**config.mk**
```make
export PLATFORM = sky130hd
export DESIGN_NAME = bps_regs
export DESIGN_NICKNAME = d
export VERILOG_FILES = /design/src/hdl/bps_pkg.sv /design/src/hdl/bps_regs.sv
export SDC_FILE = /design/constraint.sdc
export NUM_CORES = 1
export LEC_CHECK = 0
export CAP_MARGIN = 20
export CORE_ASPECT_RATIO = 2
export CORE_MARGIN = 2
export CORE_UTILIZATION = 59
export CTS_BUF_LIST = sky130_fd_sc_hd__clkbuf_8
export CTS_CLUSTER_SIZE = 40
export DETAILED_ROUTE_END_ITERATION = 6
export DONT_BUFFER_PORTS = 1
export HOLD_SLACK_MARGIN = 0.03
export PLACE_DENSITY = 0.82
export SYNTH_ARGS = -nofsm -noshare
export SYNTH_HDL_FRONTEND = slang
export SYNTH_SLANG_ARGS = --single-unit
```
**constraint.sdc**
```tcl
create_clock -name aclk -period 1.41 [get_ports aclk]
set_input_delay 0 -clock aclk [delete_from_list [all_inputs] [get_ports aclk]]
set_output_delay 0 -clock aclk [all_outputs]
set_load 0.005 [all_outputs]
```
**src/hdl/bps_pkg.sv**
```systemverilog
// Constants for the primary status, class code and line size register bank.
package bps_pkg;
    localparam int          ADDR_W        = 8;
    localparam int          DATA_W        = 32;
    localparam int          NUM_EVT       = 6;
    localparam logic [7:0]  OFS_STATUS    = 8'h04;
    localparam logic [7:0]  OFS_CLASS     = 8'h08;
    localparam logic [7:0]  OFS_LINE      = 8'h0c;
    // Status bit positions inside the 32-bit word at OFS_STATUS; bits 31 to 27 and 24 are sticky.
    localparam int          BIT_PAR_DET   = 31;
    localparam int          BIT_SERR      = 30;
    localparam int          BIT_MST_ABT   = 29;
    localparam int          BIT_TGT_ABT_R = 28;
    localparam int          BIT_TGT_ABT_S = 27;
    localparam int          BIT_DATA_PAR  = 24;
    localparam int          BIT_B2B       = 23;
    localparam int          BIT_66MHZ     = 21;
    localparam int          BIT_CAP_LIST  = 20;
    localparam logic [1:0]  DEVSEL_MEDIUM = 2'h1;
    localparam logic [7:0]  BASE_CLASS    = 8'h06;
    localparam logic [7:0]  SUB_CLASS     = 8'h04;
    localparam logic [7:0]  PROG_IF       = 8'h00;
    localparam logic [7:0]  LINE_RESET    = 8'h00;
    localparam logic [7:0]  LINE_LEGAL    = 8'h3c;
    localparam logic [5:0]  STS_RESET     = 6'h00;
    localparam int          STRB_STATUS   = 3;
    localparam int          STRB_LINE     = 0;
    localparam logic [1:0]  RESP_OKAY     = 2'h0;
    localparam logic [1:0]  RESP_SLVERR   = 2'h2;
endpackage : bps_pkg

```
**src/hdl/bps_regs.sv**
```systemverilog
// Primary status, revision, class code and line size registers behind AXI4-Lite.
//
// Overview of operation
// - Sticky status bits read their value, clear on written one, hold on zero.
// - Bit 31 sets on a primary address or data parity error; reset zero.
// - Bit 30 sets when the bridge drives system error; reset zero.
// - Bit 29 sets on a received master abort; reset zero.
// - Bit 28 sets on a received target abort; reset zero.
// - Bit 27 sets when the bridge signals a target abort.
// - Bits 26 to 25 always read 01, medium decode timing.
// - Bit 24 sets on a data parity error; reset zero.
// - Bit 23 reads 0 in PCI-X mode and 1 in conventional mode.
// - Bit 21 always reads 1, 66 MHz capable.
// - Bit 20 is the capability list flag; reads 0 by default.
// - Bits 22 and 19 to 16 read zero; writes ignored.
// - Bits 7 to 0 at the class word return a fixed revision code.
// - Base class field reads 06h.
// - Sub-class field reads 04h.
// - Programming interface field reads zero.
// - Line size register is read-write; used only in conventional mode.
// - Line size is one-hot: bits 5,4,3,2 give 32,16,8,4 doublewords.
`timescale 1ns/100ps
module bps_regs
    import bps_pkg::*;
#(
    // Arbitrary revision value, not tied to any real part.
    parameter logic [7:0] REVISION = 8'h3c,
    parameter bit         CAP_LIST = 1'b0
)(
    input  wire logic              aclk,
    input  wire logic              aresetn,
    input  wire logic [ADDR_W-1:0] s_axi_awaddr,
    input  wire logic [2:0]        s_axi_awprot,
    input  wire logic              s_axi_awvalid,
    output logic                   s_axi_awready,
    input  wire logic [DATA_W-1:0] s_axi_wdata,
    input  wire logic [3:0]        s_axi_wstrb,
    input  wire logic              s_axi_wvalid,
    output logic                   s_axi_wready,
    output logic [1:0]             s_axi_bresp,
    output logic                   s_axi_bvalid,
    input  wire logic              s_axi_bready,
    input  wire logic [ADDR_W-1:0] s_axi_araddr,
    input  wire logic [2:0]        s_axi_arprot,
    input  wire logic              s_axi_arvalid,
    output logic                   s_axi_arready,
    output logic [DATA_W-1:0]      s_axi_rdata,
    output logic [1:0]             s_axi_rresp,
    output logic                   s_axi_rvalid,
    input  wire logic              s_axi_rready,
    input  wire logic              pcix_mode,
    input  wire logic              parity_err_det,
    input  wire logic              serr_driven,
    input  wire logic              master_abort_rcvd,
    input  wire logic              target_abort_rcvd,
    input  wire logic              target_abort_sent,
    input  wire logic              data_parity_err,
    output logic                   line_size_use,
    output logic [7:0]             line_dwords
);

    logic [ADDR_W-1:0] aw_addr;
    logic              aw_hold;
    logic [DATA_W-1:0] w_data;
    logic [3:0]        w_strb;
    logic              w_hold;
    logic [NUM_EVT-1:0] sts;
    logic [7:0]        line_size;

    wire               aw_take  = s_axi_awvalid & s_axi_awready;
    wire               w_take   = s_axi_wvalid & s_axi_wready;
    wire               ar_take  = s_axi_arvalid & s_axi_arready;
    wire               do_write = aw_hold & w_hold & ~s_axi_bvalid;
    wire               next_aw_hold = (aw_hold | aw_take) & ~do_write;
    wire               next_w_hold  = (w_hold | w_take) & ~do_write;
    wire               next_rvalid  = ar_take | (s_axi_rvalid & ~s_axi_rready);

    wire [7:0]         wr_ofs = {aw_addr[ADDR_W-1:2], 2'b00};
    wire [7:0]         rd_ofs = {s_axi_araddr[ADDR_W-1:2], 2'b00};
    wire               wr_status = wr_ofs == OFS_STATUS;
    wire               wr_class  = wr_ofs == OFS_CLASS;
    wire               wr_line   = wr_ofs == OFS_LINE;
    wire               wr_hit    = wr_status | wr_class | wr_line;
    wire               rd_status = rd_ofs == OFS_STATUS;
    wire               rd_class  = rd_ofs == OFS_CLASS;
    wire               rd_line   = rd_ofs == OFS_LINE;
    wire               rd_hit    = rd_status | rd_class | rd_line;

    // Event inputs in the order of their status bit positions.
    wire [NUM_EVT-1:0] evt = {parity_err_det, serr_driven, master_abort_rcvd,
                              target_abort_rcvd, target_abort_sent, data_parity_err};
    // Only byte lane three carries sticky bits; the other lanes ignore writes.
    wire               clr_en = do_write & wr_status & w_strb[STRB_STATUS];
    wire [NUM_EVT-1:0] clr_mask = {w_data[BIT_PAR_DET], w_data[BIT_SERR],
                                   w_data[BIT_MST_ABT], w_data[BIT_TGT_ABT_R],
                                   w_data[BIT_TGT_ABT_S], w_data[BIT_DATA_PAR]};
    wire [NUM_EVT-1:0] next_sts;

    genvar gi;
    generate
        for (gi = 0; gi < NUM_EVT; gi++)
        begin : g_sticky
            // An event outranks a clear so that nothing is lost in that cycle.
            assign next_sts[gi] = evt[gi] | (sts[gi] & ~(clr_en & clr_mask[gi]));
        end
    endgenerate

    // Read word of the status register; the low command half is held elsewhere.
    wire [DATA_W-1:0] status_word;
    assign status_word = {sts[5], sts[4], sts[3], sts[2], sts[1],
                          DEVSEL_MEDIUM,
                          sts[0],
                          ~pcix_mode,
                          1'b0,
                          1'b1,
                          CAP_LIST,
                          4'h0,
                          16'h0000};
    wire [DATA_W-1:0] class_word = {BASE_CLASS, SUB_CLASS, PROG_IF, REVISION};
    wire [DATA_W-1:0] line_word  = {24'h000000, line_size};
    wire [DATA_W-1:0] rd_word = rd_status ? status_word :
                                rd_class  ? class_word  :
                                rd_line   ? line_word   : {DATA_W{1'b0}};

    // A legal line size has exactly one bit set and only in the supported range.
    wire              line_onehot = (line_size & (line_size - 8'h01)) == 8'h00;
    wire              line_legal  = (line_size != 8'h00) & line_onehot &
                                    ((line_size & ~LINE_LEGAL) == 8'h00);

    always_ff @(posedge aclk)
    begin
        if (!aresetn)
        begin
            aw_hold       <= 1'b0;
            w_hold        <= 1'b0;
            aw_addr       <= '0;
            w_data        <= '0;
            w_strb        <= 4'h0;
            s_axi_awready <= 1'b0;
            s_axi_wready  <= 1'b0;
        end
        else
        begin
            aw_hold       <= next_aw_hold;
            w_hold        <= next_w_hold;
            s_axi_awready <= ~next_aw_hold;
            s_axi_wready  <= ~next_w_hold;
            if (aw_take)
                aw_addr <= s_axi_awaddr;
            if (w_take)
            begin
                w_data <= s_axi_wdata;
                w_strb <= s_axi_wstrb;
            end
        end
    end

    always_ff @(posedge aclk)
    begin
        if (!aresetn)
        begin
            s_axi_bvalid <= 1'b0;
            s_axi_bresp  <= RESP_OKAY;
        end
        else if (do_write)
        begin
            s_axi_bvalid <= 1'b1;
            s_axi_bresp  <= wr_hit ? RESP_OKAY : RESP_SLVERR;
        end
        else if (s_axi_bready)
            s_axi_bvalid <= 1'b0;
    end

    always_ff @(posedge aclk)
    begin
        if (!aresetn)
        begin
            s_axi_rvalid  <= 1'b0;
            s_axi_arready <= 1'b0;
            s_axi_rdata   <= '0;
            s_axi_rresp   <= RESP_OKAY;
        end
        else
        begin
            s_axi_rvalid  <= next_rvalid;
            s_axi_arready <= ~next_rvalid;
            if (ar_take)
            begin
                s_axi_rdata <= rd_word;
                s_axi_rresp <= rd_hit ? RESP_OKAY : RESP_SLVERR;
            end
        end
    end

    always_ff @(posedge aclk)
    begin
        if (!aresetn)
            sts <= STS_RESET;
        else
            sts <= next_sts;
    end

    always_ff @(posedge aclk)
    begin
        if (!aresetn)
            line_size <= LINE_RESET;
        else if (do_write & wr_line & w_strb[STRB_LINE])
            line_size <= w_data[7:0];
    end

    // PCI-X mode ignores the line size, so line_size_use drops then; line_dwords still gives a legal size.
    always_ff @(posedge aclk)
    begin
        if (!aresetn)
        begin
            line_size_use <= 1'b0;
            line_dwords   <= 8'h00;
        end
        else
        begin
            line_size_use <= line_legal & ~pcix_mode;
            line_dwords   <= line_legal ? line_size : 8'h00;
        end
    end
endmodule : bps_regs

```
==> metrics, run 1 <==
Data arrival, critical path between 1.5 and 2 ns; hold slack roughly 0.092 ns; Hold Crit Start s_axi_arvalid; clock buffer depth 2; post-layout total power 4.32 mW; final setup vio count 14; Die Span Y 100 um; fin. max-slew vios 0; top cells by area, synth dfxtp_1 53%, nand2_1 9.1%, a21oi_1 6.2%, nand3_1 4.6%, buf_4 4.4%; worst path bufs/invs 1; largest area contributor in the netlist dfxtp_1; nets about 440; wire per inst roughly 15 um; pin count of the biggest net entering global routing 47; floorplan core area approximately 4600 um^2; Rows 35; max cap viols 0; first-pass GRT wire length 10600 um; remaining antenna violation count 0; Fmax achieved around 660 MHz; CTS root buf clkbuf_8; Die Wd between 50 and 60 um; Port Buffer Count 0; area grow syn2layout 28.2%; vias in the first global route roughly 2400; asr flop ratio synth 0%; Synth Warn # 0; DR top layer met4; Detail Route met3 WL between 300 and 400 um; Leak Pwr ~1.3 nW; Mapped Area 2740 um^2; DPL Wire Length between 3000 and 4000 um; CTS Buf Count 9; initial core utilization 60.1%; Hold Path Stages 4; r2r setup slk -0.12 ns; M1 WL 2240 um; sequential area share after synthesis 52.7%; cells along the critical path or4_4 > nor4b_4 > buf_4 > a31oi_2; Inserted Diodes 0; RR Startpoint aw_addr[6]$_SDFFE_PN0P_; Final WS setup -0.115 ns; GRT Util Overall 27.3%; Reg2Reg Capture Point sts[1]$_SDFF_PN0_; placed instance count 366; met2 WL post-DR between 3000 and 4000 um; cells after synthesis 318; slowest stage delay, CP 0.58 ns; Synth cell types 34; Mapped Avg Cell Area about 8.6 um^2; Clock Skews 0.00563 ns; die area 5230 um^2; Iter 0 DRT Violations 49; violated checks negative setup slack; post-route minimum period 1.53 ns; Req. time, crit path 1.63 ns; crit-path max FO 6; Setup TNS -1.10 ns; Crit Path Category flip-flop to flip-flop; post-synthesis sequential element count 72; nature of the critical path endpoint flip-flop; Post-synth EDFFs 0; status finished, violations left; cells on worst reg2reg path 4; GPL Wtd Cong ~0.70; clk slew on worst S/H paths approximately 0.070 ns; Fin. Hold Viols 0; Placed Area ~2800 um^2; Vias approximately 2300; Slew headroom 66.2%; transition time of the tightest slew-check pin around 0.51 ns; DR vias/cell approximately 5.4; Min-Delay Path Class input pin to flip-flop; first drt pass iteration count 6; # IOs around 120; clock sink count just over 70; antenna violations before repair 0; post-synth top area share a little over half; Peak VDD IR around 1.3 mV; DRT Wirelength approximately 6500 um; Residual DRC 0; Worst Hold Path EP s_axi_rdata[4]$_SDFFE_PN0P_; H-tree levels 3; global route total overflow 0; RSZ-0062 raised after global routing yes; fraction of layout cells with a size suffix above 1 a little over a tenth; Slowest-stage cell, CP or4_4; top_reg_cell synth dfxtp_1; TritonCTS clock tree yes; startpoint types flip-flop; pwr dens about 1200 nW/um^2; CP delay by family, top simple AND/OR/NAND/NOR gates; Tcrit/Tclk final 108%; fin area ~3500 um^2; clk_lat worst skew around 0.34 ns; final cell count without fillers roughly 430
==> report_power, final <==
group	switching (mW)	internal [mW]	total [mW]
clock network	0.730	1.09	1.82
logic	0.192	0.164	0.355
registers	0.0452	2.10	2.15
total	0.967	3.35	4.32
==> area by class of cell <==
type	count	area, um^2
inverter	12	45.0
clock buffer	11	151
timing repair buffer	57	569
clock inverter	5	78.8
sequential	72	1440
multi-input combinational	217	1150
fill	328	1050
tap	55	68.8
==> layout by cell type (no fill, tap or decap), drive strengths merged, types with 2 or more instances in the layout <==
cell type and n:
nor3 4, buf 12, clkbuf 11, nand4b 2, dfxtp 72, mux2i 8, nand3 25, and2 2
a211oi 2, nand2b 2, nor2 11, o21ai 15, a21oi 34, conb 19, o2111ai 4, clkinv 3
a31oi 6, nor4 2, bufinv 2, dlygate4sd3 45, inv 12, nand2 66, o31ai 4
==> Yosys cell counts (6+ instances only) <==
master    instances
nor2_1           11
o21ai_0          15
buf_1             6
inv_1            12
buf_4            16
nand3_1          25
clkbuf_1         13
a21oi_1          34
nand2_1          66
a31oi_1           6
dfxtp_1          72
mux2i_1           8
==> tightest hold or removal path, cell delays in order <==
cell and delay [ns]:
nand2_1 0.04, buf_4 0.21, nand2_1 0.09, a21oi_1 0.05
==> metrics by stage <==
stage                     worst slack (ns)  util (%)
after floorplan                    -0.0851         -
final                               -0.115      77.0
after global routing                -0.149      77.0
after CTS                           -0.117      76.2
after detailed placement            -0.106      60.8
after global placement             -0.0845      60.8
==> logic make-up (layout without fill, tap and decap cells) <==
group | count (synthesis) | count (layout) | share of synthesized area (%)
AOI/OAI and AO/OA | 68 | 68 | 14.1
buffers and inverters | 47 | 85 | 8.64
and+or+nand+nor | 121 | 121 | 21.2
other | 1 | 19 | 0.137
xor gates and xnor gates | 1 | 1 | 0.320
muxes | 8 | 8 | 2.93
DFF | 72 | 72 | 52.7
==> registers in the layout (all words and copies together), names as in the netlist <==
| register | count |
|---|---|
| aw_addr | 6 |
| aw_hold | 1 |
| line_dwords | 8 |
| line_size | 8 |
| line_size_use | 1 |
| s_axi_arready | 1 |
| s_axi_awready | 1 |
| s_axi_bresp | 1 |
| s_axi_bvalid | 1 |
| s_axi_rdata | 18 |
| s_axi_rresp | 1 |
| s_axi_rvalid | 1 |
| s_axi_wready | 1 |
| sts | 6 |
| w_data | 14 |
| w_hold | 1 |
| w_strb | 2 |
==> routing by layer <==
layer,global-route usage (%),up-vias
met2,50.9,72
li1,-,1151
met3,8.63,17
met4,12.4,0
met1,25.7,1092
met5,0,-
==> timing repair <==
action | 4_1_cts | 5_1_grt
hold endpoints to repair | 68 | 0
endpoints found under the setup margin | 14 | 23
pin swaps | 0 | 9
gates resized for setup | 0 | 8
buffers inserted | 0 | 1
hold buffers | 46 | 0
==> worst max path at each step <==
stage / cells past startpoint / end / from
2_1_floorplan: 3 / line_size[0]$_SDFFE_PN0P_ / aw_addr[4]$_SDFFE_PN0P_
3_3_place_gp: 4 / sts[5]$_SDFF_PN0_ / aw_addr[4]$_SDFFE_PN0P_
3_5_place_dp: 4 / sts[3]$_SDFF_PN0_ / aw_addr[4]$_SDFFE_PN0P_
4_1_cts: 4 / sts[3]$_SDFF_PN0_ / aw_addr[4]$_SDFFE_PN0P_
5_1_grt: 4 / line_size[2]$_SDFFE_PN0P_ / aw_addr[6]$_SDFFE_PN0P_
6_report: 4 / sts[1]$_SDFF_PN0_ / aw_addr[6]$_SDFFE_PN0P_
No activity file was read; power rests on OpenSTA's default activity.
==> run 2, diff against run 1 <==
- CELL_PAD_IN_SITES_DETAIL_PLACEMENT: unset -> 1
- CELL_PAD_IN_SITES_GLOBAL_PLACEMENT: unset -> 1
- CORE_UTILIZATION: 59 -> 42
- PLACE_DENSITY: 0.82 -> 0.81
==> metrics, run 2 (same netlist as run 1, synthesis figures left out) <==
status finished, violations left; violated checks negative setup slack; Largest Register s_axi_rdata; Slew headroom a little over three fifths; Iter 0 DRT Violations between 80 and 90; Inserted Diodes 0; Hold Path Stages 4; DR vias/cell roughly 5.0; RSZ-0062 raised after global routing yes; first drt pass iteration count 4; Clock Skews roughly 0.0053 ns; Fin. Hold Viols 0; Peak VDD IR approximately 0.9 mV; clock sink count 72; cells on worst reg2reg path 4; slowest stage delay, CP between 0.5 and 0.6 ns; max cap viols 0; placed instance count 398; # IOs 122; nets about 440; Fmax achieved approximately 650 MHz; worst slack at placement -0.134 ns; combinational share of power a little under a tenth; Crit Path Category flip-flop to flip-flop; Die Wd ~60 um; Worst Hold Path EP w_data[4]$_SDFFE_PN0P_; fin. max-slew vios 0; Hold Crit Start s_axi_wvalid; Tcrit/Tclk final 109%; clock share of power 35.7%; crit-path max FO 6; post-route minimum period 1.54 ns; largest registers s_axi_rdata (18), w_data (14); floorplan core area 6310 um^2; commonest non-fill, non-tap cell in the layout dfxtp_1; postcts setup bufs 0; H-tree levels 3; CTS root buf clkbuf_8; final setup vio count 14; RR Startpoint aw_addr[6]$_SDFFE_PN0P_; area grow syn2layout 27.5%; most frequent cells in the layout 70 x dfxtp_1, 66 x nand2_1, 46 x dlygate4sd3_1; Vias approximately 2300; sw frac 24.8%; Port Buffer Count 0; remaining antenna violation count 0; DRT Wirelength approximately 7200 um; Data arrival, critical path between 1.5 and 2 ns; GRT Util Overall approximately 22%; clk slew on worst S/H paths around 0.070 ns; final cell count without fillers 461; Die Span Y roughly 120 um; wire per inst approximately 16 um; Leak Pwr 1.28 nW; Min-Delay Path Class input pin to flip-flop; r2r setup slk -0.13 ns; fraction of layout cells with a size suffix above 1 approximately a tenth; clk_lat worst skew between 0.3 and 0.4 ns; Reg power frac 55.1%; clock buffer depth 2; initial core utilization about 43%; CTS Buf Count 9; startpoint types flip-flop; global route total overflow 0; antenna violations before repair 0; DPL Wire Length ~4600 um; max FFs per register 18; vias in the first global route 2460; cells along the critical path or4_4 > nor4b_4 > buf_4 > a31oi_1; Final WS setup -0.125 ns; pwr dens about 1100 nW/um^2; P_sw 0.967 mW; TritonCTS clock tree yes; Rows between 40 and 50; GPL Wtd Cong around 0.78; transition time of the tightest slew-check pin 0.556 ns; Int Power 2.93 mW; nature of the critical path endpoint flip-flop; Slowest-stage cell, CP or4_4; die area between 7000 and 8000 um^2; pin count of the biggest net entering global routing 47; Req. time, crit path between 1.5 and 2 ns; Reg2Reg Capture Point sts[5]$_SDFF_PN0_; first-pass GRT wire length around 12000 um; Fillers between 700 and 800; Residual DRC 0
==> run 2: cell count changes in the layout (fill, tap and decap cells not counted), sizes merged <==
cell	before	now
dlygate4sd3	45	46
clkinvlp	0	1
clkbuf	11	10
bufinv	2	0
clkinv	3	2
inv	12	15
==> run 2: repair_timing <==
| action | in CTS | in global routing |
|---|---|---|
| endpoints found under the setup margin | 14 | 21 |
| cloned | 0 | 0 |
| hold endpoints to repair | 68 | 0 |
| resized for setup | 0 | 8 |
| hold buffers | 47 | 0 |
| pin swaps | 1 | 6 |
==> run 2: worst max-delay path by stage <==
stage	from	end	slack (ns)
2_1_floorplan	aw_addr[4]$_SDFFE_PN0P_	line_size[0]$_SDFFE_PN0P_	-0.09
3_3_place_gp	aw_addr[4]$_SDFFE_PN0P_	sts[1]$_SDFF_PN0_	-0.09
3_5_place_dp	aw_addr[4]$_SDFFE_PN0P_	sts[2]$_SDFF_PN0_	-0.13
4_1_cts	aw_addr[6]$_SDFFE_PN0P_	sts[2]$_SDFF_PN0_	-0.14
5_1_grt	aw_addr[6]$_SDFFE_PN0P_	sts[5]$_SDFF_PN0_	-0.19
6_report	aw_addr[6]$_SDFFE_PN0P_	sts[5]$_SDFF_PN0_	-0.13
==> run 2: cell type report <==
class	instances	area, um^2	share of cell area (%)
clock buffer	10	138	3.95
clock inverter	6	28.8	0.825
inverter	12	45.0	1.29
multi-input combinational	217	1150	32.9
sequential	72	1450	41.5
tap	86	108	3.08
timing repair buffer	58	576	16.5
==> run 2: critical path: cells and delay by family (launching register included) <==
kind / cells / cell delay (ns)
compound gates: 1 / 0.09
buf+inv: 1 / 0.18
flops: 1 / 0.32
simple gates: 2 / 0.84
==> run 2: metrics by stage <==
step	util, %	total power, mW	hold WS [ns]	area, um^2	TNS [ns]
after floorplan	-	2.39	0.0728	2800	-0.979
after global placement	44.6	2.39	0.0763	2820	-0.706
after detailed placement	44.6	2.40	0.0780	2820	-1.25
after CTS	54.9	3.93	0.127	3460	-1.35
after global routing	55.3	4.07	0.155	3490	-2.16
final	55.3	3.89	0.141	3490	-1.26
==> run 2: metal layers <==
layer  GRT usage [%]  up-vias  wire length, um  part of all wire, %
met2            38.0       69             4100                   57
met4            9.92        0              176                  2.4
met5               0        -                0                    0
li1                -     1152                -                    -
met3            7.00       14              353                  4.9
met1            21.4     1082             2580                   36
==> run 2: power by group through the flow <==
| stage | logic (mW) | clock network, mW | registers [mW] |
|---|---|---|---|
| detailed placement | 0.212 | 0 | 2.19 |
| global route | 0.400 | 1.52 | 2.15 |
| CTS | 0.348 | 1.44 | 2.14 |
| finish | 0.360 | 1.39 | 2.15 |
| floorplan | 0.216 | 0 | 2.18 |
| global placement | 0.203 | 0 | 2.19 |
